### src/design/emb_defines.svh
// Constants for the expansion bus and MAC arbiter: offsets, fields, resets and timing.
`ifndef EMB_DEFINES_SVH
`define EMB_DEFINES_SVH

// ----------------------------------------------------------------------
// Sizes
// ----------------------------------------------------------------------
`define EMB_NUM_REP 3
`define EMB_CNT_W 7
`define EMB_CNT_TERM 7'h60
`define EMB_CNT_ZERO 7'h00

// ----------------------------------------------------------------------
// Timing
// ----------------------------------------------------------------------
`define EMB_CLK_NS 20
`define EMB_ARB_RES_NS 100
`define EMB_ARB_RES_CYC ((`EMB_ARB_RES_NS) / (`EMB_CLK_NS))

// ----------------------------------------------------------------------
// Register map
// ----------------------------------------------------------------------
`define EMB_ADDR_CTRL 32'h0000_0000
`define EMB_ADDR_STAT 32'h0000_0004
`define EMB_CTRL_MASK_RST 3'h7
`define EMB_STAT_GRANT 0
`define EMB_STAT_CLASH 1
`define EMB_STAT_BACKOFF 2
`define EMB_STAT_TXCLASH 3
`define EMB_STAT_CARRIER 4
`define EMB_STAT_CNT_LSB 8
`define EMB_STAT_DONE 15
`define EMB_RESP_OKAY 2'h0
`define EMB_RESP_SLVERR 2'h2

`endif

### src/design/emb_pkg.sv
// Types shared by the expansion bus and MAC arbiter.
package emb_pkg;

    // ------------------------------------------------------------------
    // Register bus carriers
    // ------------------------------------------------------------------
    typedef struct packed {
        logic awvalid;
        logic [31:0] awaddr;
        logic wvalid;
        logic [31:0] wdata;
        logic [3:0] wstrb;
        logic bready;
        logic arvalid;
        logic [31:0] araddr;
        logic rready;
    } emb_axi_in_t;

    typedef struct packed {
        logic awready;
        logic wready;
        logic bvalid;
        logic [1:0] bresp;
        logic arready;
        logic rvalid;
        logic [31:0] rdata;
        logic [1:0] rresp;
    } emb_axi_out_t;

    // ------------------------------------------------------------------
    // Complete state of the block
    // ------------------------------------------------------------------
    typedef struct packed {
        logic rst_int;
        logic tx_strobe;
        logic [6:0] cnt;
        logic grant_delayed;
        logic clash_delayed;
        logic mac_send_ask_delayed;
        logic mac_backoff;
        logic tx_clash_state;
        logic min_event_trigger;
        logic mac_side_bit;
        logic mac_rx_strobe_gate;
        logic line_bit;
        logic [2:0] req_mask;
        logic aw_got;
        logic [31:0] aw_addr;
        logic w_got;
        logic [31:0] w_data;
        logic [3:0] w_strb;
        logic bvalid;
        logic [1:0] bresp;
        logic rvalid;
        logic [31:0] rdata;
        logic [1:0] rresp;
    } emb_state_t;

endpackage

### src/design/emb_arbiter.sv
// Expansion bus arbiter, 7-bit minimum-event counter (terminal count 96) and MAC serial interface.
//
// Design decisions made here: register access over AXI4-Lite and the register addresses.
`include "emb_defines.svh"

module emb_arbiter (
    input wire logic aclk,
    input wire logic aresetn,
    input wire logic async_reset_in,
    input wire logic [`EMB_NUM_REP-1:0] rep_req_n,
    output logic rep_grant_n,
    output logic rep_clash_n,
    input wire logic shared_serial_line_i,
    output logic shared_serial_line_o,
    output logic shared_serial_line_oe,
    input wire logic jam_i,
    output logic jam_o,
    output logic jam_oe,
    input wire logic mac_send_ask,
    input wire logic mac_txd,
    output logic mac_tx_strobe,
    output logic mac_rxd,
    output logic mac_rx_strobe,
    output logic mac_carrier,
    output logic mac_backoff,
    output logic bus_reset,
    input wire emb_pkg::emb_axi_in_t axi_in,
    output emb_pkg::emb_axi_out_t axi_out
);
    import emb_pkg::*;

    emb_state_t st_reg;
    emb_state_t st_next;

    logic [`EMB_NUM_REP-1:0] rep_req;
    logic any_rep;
    logic one_rep;
    logic any_req;
    logic grant;
    logic clash;
    logic done_count;
    logic settled;
    logic drive_en;
    logic wr_fire;
    logic [31:0] rd_word;
    logic [31:0] status_word;

    // ------------------------------------------------------------------
    // Arbitration
    // ------------------------------------------------------------------

    // Pins are active low; masked repeaters are treated as silent.
    assign rep_req = ~rep_req_n & st_reg.req_mask;
    assign any_rep = |rep_req;
    assign one_rep = ($countones(rep_req) == 1);
    assign any_req = any_rep | mac_send_ask;

    // Pure gates, zero clocks from request to grant, well inside 100 ns.
    always_comb begin
        grant = (one_rep & ~mac_send_ask) | (~any_rep & mac_send_ask);
        // Keeps the MAC granted through its last bit after it drops its ask.
        if (~any_rep & st_reg.mac_send_ask_delayed & st_reg.grant_delayed & ~st_reg.mac_backoff) begin
            grant = 1'b1;
        end
        clash = ~grant & any_req;
    end

    assign rep_grant_n = ~grant;
    assign rep_clash_n = ~clash;

    // Terminal count is a fixed decode, not a compare against a register.
    assign done_count = st_reg.cnt[6] & st_reg.cnt[5] & ~(|st_reg.cnt[4:0]);
    assign settled = grant & st_reg.grant_delayed;

    // ------------------------------------------------------------------
    // MAC and expansion line interface
    // ------------------------------------------------------------------

    // The line is released unless the MAC has a settled grant of its own.
    assign drive_en = grant & st_reg.grant_delayed & st_reg.mac_send_ask_delayed;
    assign shared_serial_line_oe = drive_en;
    assign jam_oe = drive_en;
    assign shared_serial_line_o = st_reg.line_bit | st_reg.mac_backoff;
    assign jam_o = st_reg.mac_backoff;

    assign mac_carrier = (settled & ~jam_i & ~st_reg.mac_backoff) | st_reg.mac_rx_strobe_gate;
    // Gated clock: the enable only changes on the rising edge while aclk is high,
    // so the strobe cannot glitch during the low half.
    assign mac_rx_strobe = st_reg.mac_rx_strobe_gate & ~aclk;
    assign mac_rxd = st_reg.mac_side_bit;
    assign mac_tx_strobe = st_reg.tx_strobe;
    assign mac_backoff = st_reg.mac_backoff;
    assign bus_reset = st_reg.rst_int;

    // ------------------------------------------------------------------
    // Register bus
    // ------------------------------------------------------------------

    assign axi_out.awready = ~st_reg.aw_got & ~st_reg.bvalid;
    assign axi_out.wready = ~st_reg.w_got & ~st_reg.bvalid;
    assign axi_out.bvalid = st_reg.bvalid;
    assign axi_out.bresp = st_reg.bresp;
    assign axi_out.arready = ~st_reg.rvalid;
    assign axi_out.rvalid = st_reg.rvalid;
    assign axi_out.rdata = st_reg.rdata;
    assign axi_out.rresp = st_reg.rresp;
    assign wr_fire = st_reg.aw_got & st_reg.w_got & ~st_reg.bvalid;

    // Status snapshot of the block's own live state.
    always_comb begin
        status_word = 32'h0000_0000;
        status_word[`EMB_STAT_GRANT] = grant;
        status_word[`EMB_STAT_CLASH] = clash;
        status_word[`EMB_STAT_BACKOFF] = st_reg.mac_backoff;
        status_word[`EMB_STAT_TXCLASH] = st_reg.tx_clash_state;
        status_word[`EMB_STAT_CARRIER] = mac_carrier;
        status_word[`EMB_STAT_CNT_LSB +: `EMB_CNT_W] = st_reg.cnt;
        status_word[`EMB_STAT_DONE] = done_count;
        rd_word = 32'h0000_0000;
        if (axi_in.araddr == `EMB_ADDR_CTRL) begin
            rd_word = {29'h0000_0000, st_reg.req_mask};
        end else if (axi_in.araddr == `EMB_ADDR_STAT) begin
            rd_word = status_word;
        end
    end

    // ------------------------------------------------------------------
    // Next state
    // ------------------------------------------------------------------

    // All flops share one next-state process so nothing has two drivers.
    always_comb begin
        st_next = st_reg;
        st_next.rst_int = async_reset_in;
        st_next.tx_strobe = ~st_reg.tx_strobe & ~st_reg.rst_int & ~async_reset_in;
        st_next.grant_delayed = grant;
        st_next.clash_delayed = clash;
        st_next.mac_send_ask_delayed = mac_send_ask;

        // Counter steps in the low phase of the bit strobe only.
        if (st_reg.rst_int) begin
            st_next.cnt = `EMB_CNT_TERM;
        end else if (st_reg.min_event_trigger) begin
            st_next.cnt = `EMB_CNT_ZERO;
        end else if (~st_reg.tx_strobe & ~done_count) begin
            st_next.cnt = st_reg.cnt + 7'h01;
        end

        // The trigger is registered, so the counter still reads 96 for one clock after it
        // fires; holding back-off across that clock keeps the MAC off for the full event.
        st_next.mac_backoff = clash | (settled & jam_i) | (st_reg.clash_delayed & grant)
            | ((~done_count | st_reg.min_event_trigger) & st_reg.mac_backoff);
        st_next.tx_clash_state = (settled & jam_i & ~shared_serial_line_i) | clash
            | (st_reg.clash_delayed & grant);
        st_next.min_event_trigger = (grant & ~st_reg.grant_delayed & ~st_reg.mac_backoff)
            | (settled & jam_i & ~shared_serial_line_i & ~st_reg.tx_clash_state)
            | (clash & ~st_reg.tx_clash_state);
        st_next.mac_side_bit = (~mac_send_ask & shared_serial_line_i & settled)
            | (mac_txd & mac_send_ask);
        st_next.mac_rx_strobe_gate = (settled & ~mac_send_ask & ~st_reg.mac_send_ask_delayed
            & ~jam_i) | (grant & mac_send_ask & ~st_reg.mac_backoff);
        // A second stage delays the line one clock so it never moves at the sampling edge.
        st_next.line_bit = st_reg.mac_side_bit;

        // Write address and data are taken in either order.
        if (axi_in.awvalid & axi_out.awready) begin
            st_next.aw_got = 1'b1;
            st_next.aw_addr = axi_in.awaddr;
        end
        if (axi_in.wvalid & axi_out.wready) begin
            st_next.w_got = 1'b1;
            st_next.w_data = axi_in.wdata;
            st_next.w_strb = axi_in.wstrb;
        end
        if (wr_fire) begin
            st_next.aw_got = 1'b0;
            st_next.w_got = 1'b0;
            st_next.bvalid = 1'b1;
            st_next.bresp = `EMB_RESP_OKAY;
            if (st_reg.aw_addr == `EMB_ADDR_CTRL) begin
                if (st_reg.w_strb[0]) begin
                    st_next.req_mask = st_reg.w_data[2:0];
                end
            end else if (st_reg.aw_addr != `EMB_ADDR_STAT) begin
                st_next.bresp = `EMB_RESP_SLVERR;
            end
        end else if (st_reg.bvalid & axi_in.bready) begin
            st_next.bvalid = 1'b0;
        end
        if (axi_in.arvalid & axi_out.arready) begin
            st_next.rvalid = 1'b1;
            st_next.rdata = rd_word;
            st_next.rresp = ((axi_in.araddr == `EMB_ADDR_CTRL) || (axi_in.araddr == `EMB_ADDR_STAT))
                ? `EMB_RESP_OKAY : `EMB_RESP_SLVERR;
        end else if (st_reg.rvalid & axi_in.rready) begin
            st_next.rvalid = 1'b0;
        end

        // Bus reset puts every flop at a constant; internal reset follows next clock.
        if (!aresetn) begin
            st_next = '0;
            st_next.rst_int = 1'b1;
            st_next.cnt = `EMB_CNT_TERM;
            st_next.req_mask = `EMB_CTRL_MASK_RST;
        end
    end

    // ------------------------------------------------------------------
    // State register
    // ------------------------------------------------------------------

    // Single clocked process; reset is handled in the next-state logic.
    always_ff @(posedge aclk) begin
        st_reg <= st_next;
    end
endmodule

### config.mk
export PLATFORM = sky130hd
export DESIGN_NAME = emb_arbiter
export DESIGN_NICKNAME = d
export VERILOG_FILES = /design/src/design/emb_pkg.sv /design/src/design/emb_arbiter.sv
export VERILOG_INCLUDE_DIRS = /design/src /design/src/design
export SDC_FILE = /design/constraint.sdc
export NUM_CORES = 1
export LEC_CHECK = 0
export ABC_AREA = 1
export BUFFER_PORTS_ARGS = -buffer_cell sky130_fd_sc_hd__buf_2
export CAP_MARGIN = 40
export CORE_ASPECT_RATIO = 1.25
export CORE_MARGIN = 1
export CORE_UTILIZATION = 50
export CTS_CLUSTER_SIZE = 28
export DETAILED_ROUTE_END_ITERATION = 10
export GPL_ROUTABILITY_DRIVEN = 1
export PLACE_DENSITY_LB_ADDON = 0.3
export SETUP_SLACK_MARGIN = 0.2
export SYNTH_ARGS = -nofsm -noshare
export SYNTH_HDL_FRONTEND = slang
export SYNTH_SLANG_ARGS = --single-unit
### constraint.sdc
create_clock -name aclk -period 3.5 [get_ports aclk]
set_input_delay 0.7 -clock aclk [delete_from_list [all_inputs] [get_ports aclk]]
set_output_delay 0.7 -clock aclk [all_outputs]
set_load 0.01 [all_outputs]
# Yosys cells after proc, flatten, opt, wreduce, memory -nomap -nowiden
# Index checks and enable logic that the tools add are counted.
[classes]
addsub = 3
n_eq_ne = 3
n_mux = 12
bitwise_logic = 78
reduce_logical = 12
[op_table]
columns = ["cell", "n"]
rows = [
  ["zero test 32 bit", 2],
  ["bitwise AND 1 bit", 41],
  ["== test 32 x 3 -> 1 bit, second input constant", 1],
  ["two-way mux 16 bit", 2],
  ["!= test 32 x 3 -> 1 bit, second input constant", 1],
  ["NOT 1 bit", 21],
  ["two-way mux 7 bit", 2],
  ["OR 1 bit", 14],
  ["adder 7 x 1 -> 7 bit, second input constant", 1],
  ["two-way mux 2 bit", 3],
  ["nonzero test 2 bit", 3],
  ["OR reduction 3 bit", 2],
  ["two-way mux 1 bit", 5],
  ["OR reduction 5 bit", 1],
  ["OR reduction 2 bit", 2],
  ["adder 2 x 1 -> 3 bit", 1],
  ["bitwise AND 3 bit", 1],
  ["== test 3 x 1 -> 1 bit, second input constant", 1],
  ["NOT 3 bit", 1],
  ["AND reduction 3 bit", 1],
  ["adder 1 x 1 -> 2 bit", 1],
  ["logical OR 1 bit", 1],
]
[word_totals]
register_bits = 97
out_inout_bits = 53

# Longest topological paths before layout
# Gate-level depths: netlist (run 1).
[depth]
depth_word = 14
ltp_mapped = 10
depth_no_buf = 10

==> results.md, run 1 <==
- Top_reg_cell synth: dfxtp_1
- Pwr dens: between 400 and 500 nW/um^2
- Power share of the clock group: around 42%
- Slowest stage delay, CP: roughly 0.13 ns
- Post-DRT Antenna Nets: 0
- Internal power: 1570 uW
- DIE AREA: around 7500 um^2
- R2r startpoint: st_reg[108]
- Skew final: between 0.008 and 0.009 ns
- Initial Util: around half
- WP data arrival: between 2 and 2.5 ns
- Routed Wire Length: approximately 7400 um
- Largest register FFs: 55
- Cts hold-fix bufs: 0
- Fin nets: roughly 700
- GPL Wtd Cong: approximately 0.8
- CP Cell Sequence: clkbuf_8, clkbuf_8, nor2_1, buf_2
- Router iterations before antenna repair: 4
- P_leak: 0.00206 uW
- # port buffers: between 100 and 150
- Share of cells above drive strength 1: between 20% and 30%
- Hold crit path type: primary input to flop
- Slew Limit Headroom: between 50% and 60%
- Max Slew Vio Count: 0
- Hold Path Depth: 2
- Syn. warnings: 0
- F_max: approximately 350 MHz
- Non-Filler Instances: roughly 680
- First-pass GRT wire length: between 10000 and 15000 um
- Post-synth EDFFs: 0
- Half-perimeter wire length after placement: approximately 5300 um
- Slew at the pin closest to its max-slew limit: slightly below 0.7 ns
- Setup crit end: mac_rx_strobe
- Sequential share of power: a little under half
- Post-CTS sizing: 0
- Post-Synthesis Cells: around 490
- Required time worst endpoint: about 2.8 ns
- Largest net degree at the start of global routing: 50
- Setup tns final: 0 ns
- Crit share post-route: ~83%
- Yosys reg bits: 76
- Setup ws final: just over 0.6 ns
- Reg clk slew, reported paths: roughly 0.070 ns
- Sw Share: 25.1%
- First DRT Iteration DRCs: 140
- Critical Path Start: aclk
- Top cells by area, synth: dfxtp_1 43%, buf_4 8.4%, nor2_1 7.3%
- Crit start category: clock port
- Post-CTS Setup Inserts: 0
- Synth top area share: between 40% and 50%
- Tmin final: 2.89 ns
- Final Hold Fails: 0
- Vias in the first global route: around 3000
- MaxCap Viol Count: 0
- Post-Syn Area: 3570 um^2
- Leading area contributor after synthesis: dfxtp_1
- Setup-failing EPs final: 0
- Critical Path Stages: 4
- R2r worst-path depth: 7
- Seq/Total Area, Yosys: a little over two fifths
- Count leader, synth: dfxtp_1
- Syn-to-layout area delta: 19.3%
- Post-synth cell types: 38
- CORE AREA: ~6900 um^2
- Maximum vdd ir drop: about 340 uV
- R2R Path End: jam_o
- Boundary Pins: roughly 170
- Remaining DRCs: 0
- Switching pwr: roughly 530 uW
- RSZ-0062 raised after global routing: no
- FFs w/ async S/R, synth: 0%
- Most frequent CP cell: clkbuf_8
- Slowest stage cell, crit path: buf_2
- R2R setup slack: ~1.6 ns
- Total GRT Usage: approximately a fifth
- CP endpoint kind: primary output
- Combinational share of power: between 10% and 20%
- Row count: 34
- Outcome: completed
- GR Overflow Total: 0
- Buf+Inv Stages, Crit Path: 3
- Via/cell ratio: around 4.7
- Skew-Pair Late Insertion Delay: between 0.4 and 0.5 ns
- N_diodes: 0
- Min-delay src: async_reset_in
- Initial antenna violation count: 0
- DR WL/cell: 10.8 um
- CP top delay family: buffers and inverters
- # placed instances: 660
- CP Max Fanout: 2
- Die Span X: ~78 um
- Post-placement worst setup slack: between 0.6 and 0.7 ns
- Die Ht: between 90 and 100 um
- CTS tree: yes
- # fillers: between 600 and 700
- Vias after detailed routing: 3217
- Most common library cells after synthesis: 76 x dfxtp_1, 69 x nor2_1, 68 x nand2_1, 62 x inv_1, 44 x o21ai_0
- Post-Syn Area per Cell: roughly 7.3 um^2
- CP Class: clock port to primary output
-- area by class of cell --
type	count	area [um^2]	share of cell area (%)
timing repair buffer	116	588	13.8
tap	90	113	2.64
clock buffer	14	174	4.08
clock inverter	6	113	2.64
multi-input combinational	311	1510	35.3
sequential	76	1520	35.7
inverter	66	248	5.81
-- routing by layer --
layer | GRT usage, % | share of wire [%] | vias to the layer above
met3 | 6.10 | 5.8 | 18
met1 | 22.9 | 43 | 1413
met2 | 36.4 | 48 | 106
met4 | 13.1 | 2.4 | 0
met5 | 0 | 0 | -
li1 | - | - | 1680
-- stage by stage --
stage	instance area, um^2	utilization [%]	total power, uW	hold WS, ns
floorplan	3650	-	1160	0.423
global placement	3980	57.4	1230	0.421
detailed placement	3980	57.4	1240	0.431
CTS	4260	61.5	2120	0.411
global route	4260	61.5	2210	0.415
finish	4260	61.5	2100	0.423
-- cell families (layout without fill, tap and decap cells) --
kind of cell	count (synthesis)	count (layout)	share of synthesized area, %
other cells	1	21	0.105
simple gates	191	191	24.5
flops	76	76	42.6
fa+ha+maj	3	3	1.26
buf+inv	121	202	17.3
xor+xnor	3	3	0.736
compound gates	93	93	13.5
-- placed cells by master (no fill, tap or decap), types with 2 or more instances in the layout --
| cell type | n |
|---|---|
| clkinvlp_4 | 3 |
| buf_4 | 3 |
| or2_2 | 2 |
| clkinv_1 | 3 |
| xor2_1 | 2 |
| nand4_1 | 7 |
| o21ai_1 | 2 |
| nand2_2 | 2 |
| nor4_1 | 4 |
| o21a_1 | 2 |
| clkbuf_8 | 12 |
| o21ai_0 | 44 |
| nor2_2 | 3 |
| buf_2 | 114 |
| dfxtp_1 | 76 |
| nand2_1 | 68 |
| nor3_2 | 3 |
| nand3_1 | 22 |
| ha_1 | 2 |
| nor2_1 | 69 |
| inv_1 | 62 |
| bufinv_16 | 3 |
| nor3_1 | 4 |
| a21oi_1 | 42 |
| conb_1 | 21 |
-- power groups by stage --
stage / clock network [uW] / registers [uW] / logic (uW)
2_1_floorplan: 0.450 / 964 / 198
3_3_place_gp: 0.709 / 968 / 259
3_5_place_dp: 0.709 / 969 / 266
4_1_cts: 901 / 949 / 269
5_1_grt: 948 / 956 / 306
6_report: 885 / 949 / 267
-- worst register-to-register path: cells and delay by family, from the launching register on --
family	cells	cell delay, ns
flip-flops	1	0.34
adder cells (fa/ha/maj)	1	0.55
AND/OR/NAND/NOR	3	0.36
buffers and inverters	1	0.06
AO/OA/AOI/OAI	2	0.50
-- worst min-delay path by stage --
stage	to	slack [ns]
after global placement	st_reg[111]	0.42
after floorplan	st_reg[93]	0.42
after detailed placement	st_reg[111]	0.43
after CTS	mac_tx_strobe	0.41
after global routing	mac_tx_strobe	0.41
final	mac_tx_strobe	0.42
No activity file was read; power rests on OpenSTA's default activity.
==> run 2: changes to the inputs <==
Settings changed: ABC_AREA 1 to 0, CORE_UTILIZATION 50 to 46.
Clock period 3.5 ns to 3.03 ns, I/O delays scaled along.
==> run 2 against run 1 <==
Effect of this change:
- area after synthesis down 4.2%
- cell area decreased by 0.53%
- largest power group unchanged
- count of clock-buffer cells in the layout is 2 higher
- final cell count decreased by 12%
- sequential cell count stayed put
- die area grew 4.0%
- clock skew decreased by 0.0034 ns
- critical endpoint is now jam_oe
- global-route usage shrank 1.6 points
- total power increased by 8.7%
- core utilization shrank 1.4 points
==> results.md, run 2 <==
- First DRT Iteration DRCs: 60 (-57%)
- Most common cell after layout, fill and taps aside: buf_2
- Syn. warnings: 0 (unchanged)
- Boundary Pins: 168 (unchanged)
- Crit share post-route: 92.8%
- CTS tree: yes
- # fillers: 648 (+2.0%)
- Maximum vdd ir drop: 420 uV (+25%)
- Post-Syn Area per Cell: 8.62 um^2 (+18%)
- Post-synth cell types: 50 (+32%)
- Largest register FFs: 55 (unchanged)
- Skew final: 0.00559 ns (-0.00336 ns)
- FFs w/ async S/R, synth: 0% (unchanged)
- CP Cell Sequence: nand2b_4, inv_4, fa_1, or3b_4, nand2_4, and3_4, buf_6
- Skew-Pair Late Insertion Delay: 0.44 ns (about the same)
- Initial antenna violation count: 0 (unchanged)
- Tmin final: between 2 and 3 ns
- Max Slew Vio Count: 0 (unchanged)
- Hold crit path type: primary input to flop
- Post-DRT Antenna Nets: 0 (unchanged)
- GPL Wtd Cong: 0.790 (-2.5%)
- WP data arrival: 2.21 ns (+0.02 ns)
- N_diodes: 0 (unchanged)
- Router iterations before antenna repair: 4 (unchanged)
- GR Overflow Total: 0 (unchanged)
- Slowest stage delay, CP: 0.54 ns (+0.41 ns)
- RSZ-0062 raised after global routing: yes
- Outcome: completed
- Vias after detailed routing: 2999 (-6.8%)
- Die Span X: 79.1 um (+2.0%)
- Row count: 34 (unchanged)
- Leading area contributor after synthesis: dfxtp_1
- Register area: 1530 um^2 (+0.25%)
- Min Hold Slack: 0.339 ns (-0.0843 ns)
- Setup-failing EPs final: 0 (unchanged)
- Buf+Inv Stages, Crit Path: 2 (-1)
- CP top delay family: simple AND/OR/NAND/NOR gates
- Vias in the first global route: 2790 (-7.4%)
- Count leader, synth: dfxtp_1
- CP endpoint kind: primary output
- Required time worst endpoint: 2.42 ns (-0.38 ns)
- Pwr dens: 539 nW/um^2 (+9.3%)
- Setup crit end: jam_oe
- Reg clk slew, reported paths: 0.08 ns (about the same)
- Post-synth EDFFs: 0 (unchanged)
- First-pass GRT wire length: 11900 um (-3.4%)
- Via/cell ratio: 5.02 (+6.0%)
- F_max: roughly 360 MHz
- Cts hold-fix bufs: 0 (unchanged)
- Fin nets: 620 (-12%)
- DIE AREA: 7790 um^2 (+4.0%)
- # port buffers: 114 (unchanged)
- Post-Synthesis Cells: 397 (-19%)
- Setup tns final: 0 ns (unchanged)
- Die Ht: 98.4 um (+2.0%)
- CP Max Fanout: 3 (+1)
- Yosys reg bits: 76 (unchanged)
- Half-perimeter wire length after placement: 5330 um (+0.24%)
- Largest net degree at the start of global routing: 56 (+12%)
- Most common library cells after synthesis: 76 x dfxtp_1, 71 x nand2_1, 41 x a21oi_1, 40 x buf_4, 29 x nor2_1
- Routed Wire Length: 7330 um (-0.48%)
- Critical Path Stages: 7 (+3)
- Most frequent cells in the layout: 112 x buf_2, 73 x dfxtp_1, 70 x nand2_1, 41 x a21oi_1, 29 x nor2_1
- Multi-input gate area: 1590 um^2 (+5.6%)
- Slowest stage cell, crit path: fa_1
- CP Class: flop to primary output
- CORE AREA: 7060 um^2 (+1.8%)
- Critical Path Start: st_reg[110]
- R2R setup slack: 1.01 ns (-0.58 ns)
- Synth top area share: 44.5% (+1.9 points)
- P_leak: 0.00189 uW (-8.4%)
- MaxCap Viol Count: 0 (unchanged)
- Share of cells above drive strength 1: 33.1% (+7.2 points)
- Remaining DRCs: 0 (unchanged)
- DR WL/cell: 12.3 um (+13%)
- Top_reg_cell synth: dfxtp_1
- R2r startpoint: st_reg[110]
- Final Hold Fails: 0 (unchanged)
- Crit start category: flop
- R2r worst-path depth: 8 (+1)
- Seq/Total Area, Yosys: 44.5% (+1.9 points)
- Initial Util: 48.4% (-3.1 points)
- Post-Syn Area: 3420 um^2 (-4.2%)
- Slew Limit Headroom: 42.4% (-12 points)
- Total GRT Usage: 19.5% (-1.6 points)
- Slew at the pin closest to its max-slew limit: 0.861 ns (+0.177 ns)
- Top cells by area, synth: dfxtp_1 44%, buf_4 8.8%, nand2_1 7.8%
- R2R Path End: axi_out[3]
- Syn-to-layout area delta: 24.0%
[run 2: cells by family (layout without fill, tap and decap cells)]
kind of cell / after synthesis / after routing / synth area share, %
simple gates: 160 / 160 / 24.3
flops: 76 / 76 / 44.5
fa+ha+maj: 3 / 3 / 1.32
buf+inv: 70 / 160 / 12.2
mux: 9 / 9 / 2.67
compound gates: 73 / 73 / 13.6
other cells: 1 / 21 / 0.110
xor+xnor: 5 / 5 / 1.28
[run 2: layout make-up]
cell class	count	area share, %
sequential	76	36.0
clock buffer	16	4.75
clock inverter	4	1.30
multi-input combinational	271	37.5
timing repair buffer	127	16.6
tap	90	2.66
inverter	13	1.21
[run 2: worst min path at each step]
stage                           from             to  slack (ns)  cells after the start
after CTS                  axi_in[0]    axi_out[34]        0.33                      2
after detailed placement   bus_reset  mac_tx_strobe        0.44                      1
final                      axi_in[0]    axi_out[34]        0.34                      2
after floorplan           st_reg[77]     st_reg[77]        0.43                      2
after global placement       mac_rxd    st_reg[111]        0.44                      1
after global routing       axi_in[0]    axi_out[34]        0.33                      2
[run 2: timing repair]
action	CTS	global route
setup buffers	8	2
setup endpoints to repair	5	5
cloned	0	0
endpoints found under the hold margin	0	0
gates resized for setup	5	8
pin swaps	0	2
[run 2: through the flow]
| step | utilization, % | instance area (um^2) | worst slack [ns] | instances | total power (uW) |
|---|---|---|---|---|---|
| 2_1_floorplan | - | 3510 | 0.224 | 417 | 1300 |
| 3_3_place_gp | 54.4 | 3840 | 0.118 | 567 | 1370 |
| 3_5_place_dp | 54.8 | 3870 | 0.103 | 568 | 1390 |
| 4_1_cts | 59.4 | 4200 | 0.176 | 595 | 2300 |
| 5_1_grt | 60.0 | 4240 | 0.148 | 597 | 2390 |
| 6_report | 60.0 | 4240 | 0.217 | 597 | 2280 |
[run 2: power by group]
group	switching (uW)	internal, uW	total, uW
Sequential	32.0	1050	1080
Clock	385	516	901
Combinational	167	136	303
[run 2: layer usage]
metal / global-route usage (%) / up-vias / share of wire [%]
li1: - / 1510 / -
met1: 22.2 / 1387 / 43
met2: 33.0 / 87 / 50
met3: 5.46 / 15 / 5.1
met4: 9.79 / 0 / 2.2
met5: 0 / - / 0
==> run 3: changes to the inputs <==
==> constraint.sdc (replaced) <==
create_clock -name aclk -period 3.03 [get_ports aclk]
set_input_delay 0.606 -clock aclk [delete_from_list [all_inputs] [get_ports aclk]]
set_output_delay 0.606 -clock aclk [all_outputs]
set_load 0.1 [all_outputs]
==> run 3 against run 2 <==
Effect of this change:
- routed wire length increased by 3.8%
- largest power group unchanged
- sequential cell count unchanged
- fmax decreased by 4.2%
- clock skew increased by 0.0025 ns
- critical path type unchanged
- worst hold slack got worse by 0.0020 ns
- sequential power about the same
- combinational power increased by 78%
- worst setup slack got worse by 0.12 ns
- highest routed layer unchanged
==> results.md, run 3 (synthesis gave the netlist of run 2 again) <==
- Pwr dens: 591 nW/um^2 (+9.7%)
- Post-DRT Antenna Nets: 0 (unchanged)
- Die Ht: 98.4 um (unchanged)
- Met2 usage: 35.9% (+2.9 points)
- CP Cell Sequence: nand2b_4, inv_4, fa_1, or3b_4, nand2_4, and3_4, buf_12
- CP Class: flop to primary output
- Final Instance Area: 4380 um^2 (+3.2%)
- Power share of the clock group: 37.4% (-2.1 points)
- MaxCap Viol Count: 0 (unchanged)
- Reg clk slew, reported paths: 0.08 ns (about the same)
- Internal power: 1770 uW (+4.1%)
- Setup ws final: 0.0929 ns (-0.125 ns)
- Most frequent cells in the layout: 108 x buf_2, 72 x dfxtp_1, 70 x nand2_1, 41 x a21oi_1, 29 x nor2_1
- # port buffers: 114 (unchanged)
- CORE AREA: 7060 um^2 (unchanged)
- CP Max Fanout: 4 (+1)
- Setup tns final: 0 ns (unchanged)
- Fin nets: 624 (+0.65%)
- Routed Wire Length: 7610 um (+3.8%)
- Met1 usage: 22.0% (-0.18 points)
- Post-placement worst setup slack: 0.0830 ns (-0.0202 ns)
- Slew Limit Headroom: 46.5% (+4.1 points)
- Setup crit end: jam_oe
- Via/cell ratio: 4.97 (-1.1%)
- # placed instances: 567 (-0.18%)
- R2R Path End: axi_out[3]
- Hold crit path type: primary input to flop
- Critical Path Start: st_reg[110]
- Largest net degree at the start of global routing: 56 (unchanged)
- Share of cells above drive strength 1: 35.0% (+1.9 points)
- Slew at the pin closest to its max-slew limit: 0.800 ns (-0.0608 ns)
- WP data arrival: 2.33 ns (+0.12 ns)
- Setup-failing EPs final: 0 (unchanged)
- Placed cell area: 3960 um^2 (+2.2%)
- GR Overflow Total: 0 (unchanged)
- Row count: 34 (unchanged)
- Non-Filler Instances: 601 (+0.67%)
- Combinational share of power: 20.8% (+7.5 points)
- P_leak: 0.00193 uW (+2.5%)
- CP top delay family: simple AND/OR/NAND/NOR gates
- Switching pwr: 816 uW (+40%)
- Final Hold Fails: 0 (unchanged)
- First-pass GRT wire length: 12400 um (+3.9%)
- Skew final: 0.00805 ns (+0.00247 ns)
- Crit start category: flop
- R2r startpoint: st_reg[110]
- Syn-to-layout area delta: 28.0%
- Vias after detailed routing: 2986 (-0.43%)
- Skew-Pair Late Insertion Delay: 0.45 ns (about the same)
- Die Span X: 79.1 um (unchanged)
- R2r worst-path depth: 8 (unchanged)
- R2R setup slack: 1.01 ns (about the same)
- Buf+Inv Stages, Crit Path: 2 (unchanged)
- Initial Util: 48.4% (unchanged)
- Half-perimeter wire length after placement: 5360 um (+0.46%)
- Slowest stage delay, CP: 0.54 ns (about the same)
- N_diodes: 0 (unchanged)
- Critical Path Stages: 7 (unchanged)
- Outcome: completed
- Busiest grt layer: met2
- CTS tree: yes
- Total GRT Usage: 20.3% (+0.85 points)
- Maximum vdd ir drop: 441 uV (+5.0%)
- F_max: 340 MHz (-4.2%)
- Slowest stage cell, crit path: fa_1
- Required time worst endpoint: 2.42 ns (about the same)
- Remaining DRCs: 0 (unchanged)
- Largest register FFs: 55 (unchanged)
- Met3 usage: 6.11% (+0.65 points)
- Boundary Pins: 168 (unchanged)
- Tmin final: 2.94 ns (+0.125 ns)
- DR WL/cell: 12.7 um (+3.2%)
- Router iterations before antenna repair: 4 (unchanged)
- Crit share post-route: 96.9% (+4.1 points)
- Sequential share of power: 41.8% (-5.5 points)
- Vias in the first global route: 2902 (+4.0%)
- RSZ-0062 raised after global routing: yes
- CP endpoint kind: primary output
- Most common cell after layout, fill and taps aside: buf_2
- Max Slew Vio Count: 0 (unchanged)
- First DRT Iteration DRCs: 87 (+45%)
- GPL Wtd Cong: 0.782 (-1.1%)
- DIE AREA: 7790 um^2 (unchanged)
- Sw Share: 31.5% (+6.0 points)
- Initial antenna violation count: 0 (unchanged)
run 3: how the worst min path moves through the flow:
stage | from | to | slack [ns] | cells after the start
final | axi_in[0] | axi_out[34] | 0.34 | 2
after global routing | axi_in[0] | axi_out[34] | 0.33 | 2
after CTS | axi_in[0] | axi_out[34] | 0.33 | 2
after detailed placement | st_reg[77] | st_reg[77] | 0.45 | 2
after global placement | st_reg[77] | st_reg[77] | 0.44 | 2
after floorplan | st_reg[77] | st_reg[77] | 0.43 | 2
run 3: metrics by stage:
| step | power, uW | hold slack [ns] | util (%) |
|---|---|---|---|
| 6_report | 2590 | 0.337 | 62.0 |
| 4_1_cts | 2580 | 0.329 | 60.9 |
| 2_1_floorplan | 1520 | 0.431 | - |
| 5_1_grt | 2690 | 0.326 | 62.0 |
| 3_5_place_dp | 1620 | 0.446 | 56.0 |
| 3_3_place_gp | 1600 | 0.439 | 55.8 |
run 3: metal layers:
layer  vias to the layer above  wire (um)
met2                        86       3980
met5                         -          0
met3                        17        353
met1                      1364       3140
met4                         0        138
li1                       1519          -
run 3: area by class of cell:
class | count | area [um^2]
Timing Repair Buffer | 131 | 778
Clock buffer | 14 | 186
Clock inverter | 6 | 87.6
Multi-Input combinational cell | 271 | 1630
Fill cell | 631 | 2680
Tap cell | 90 | 113
Sequential cell | 76 | 1530
Inverter | 13 | 55.1
run 3: repair_timing:
| action | 4_1_cts | 5_1_grt |
|---|---|---|
| pin swaps | 0 | 1 |
| hold buffers | 0 | 0 |
| endpoints found under the setup margin | 6 | 5 |
| setup buffers | 9 | 6 |
| gates resized for setup | 6 | 7 |
| hold endpoints to repair | 0 | 0 |
| gates cloned | 0 | 0 |
run 3: power by group through the flow:
stage	sequential, uW	clock (uW)	combinational [uW]
after floorplan	1120	3.89	403
after global placement	1100	4.21	498
after detailed placement	1100	4.21	509
after CTS	1080	977	520
after global routing	1090	1030	577
final	1080	967	539
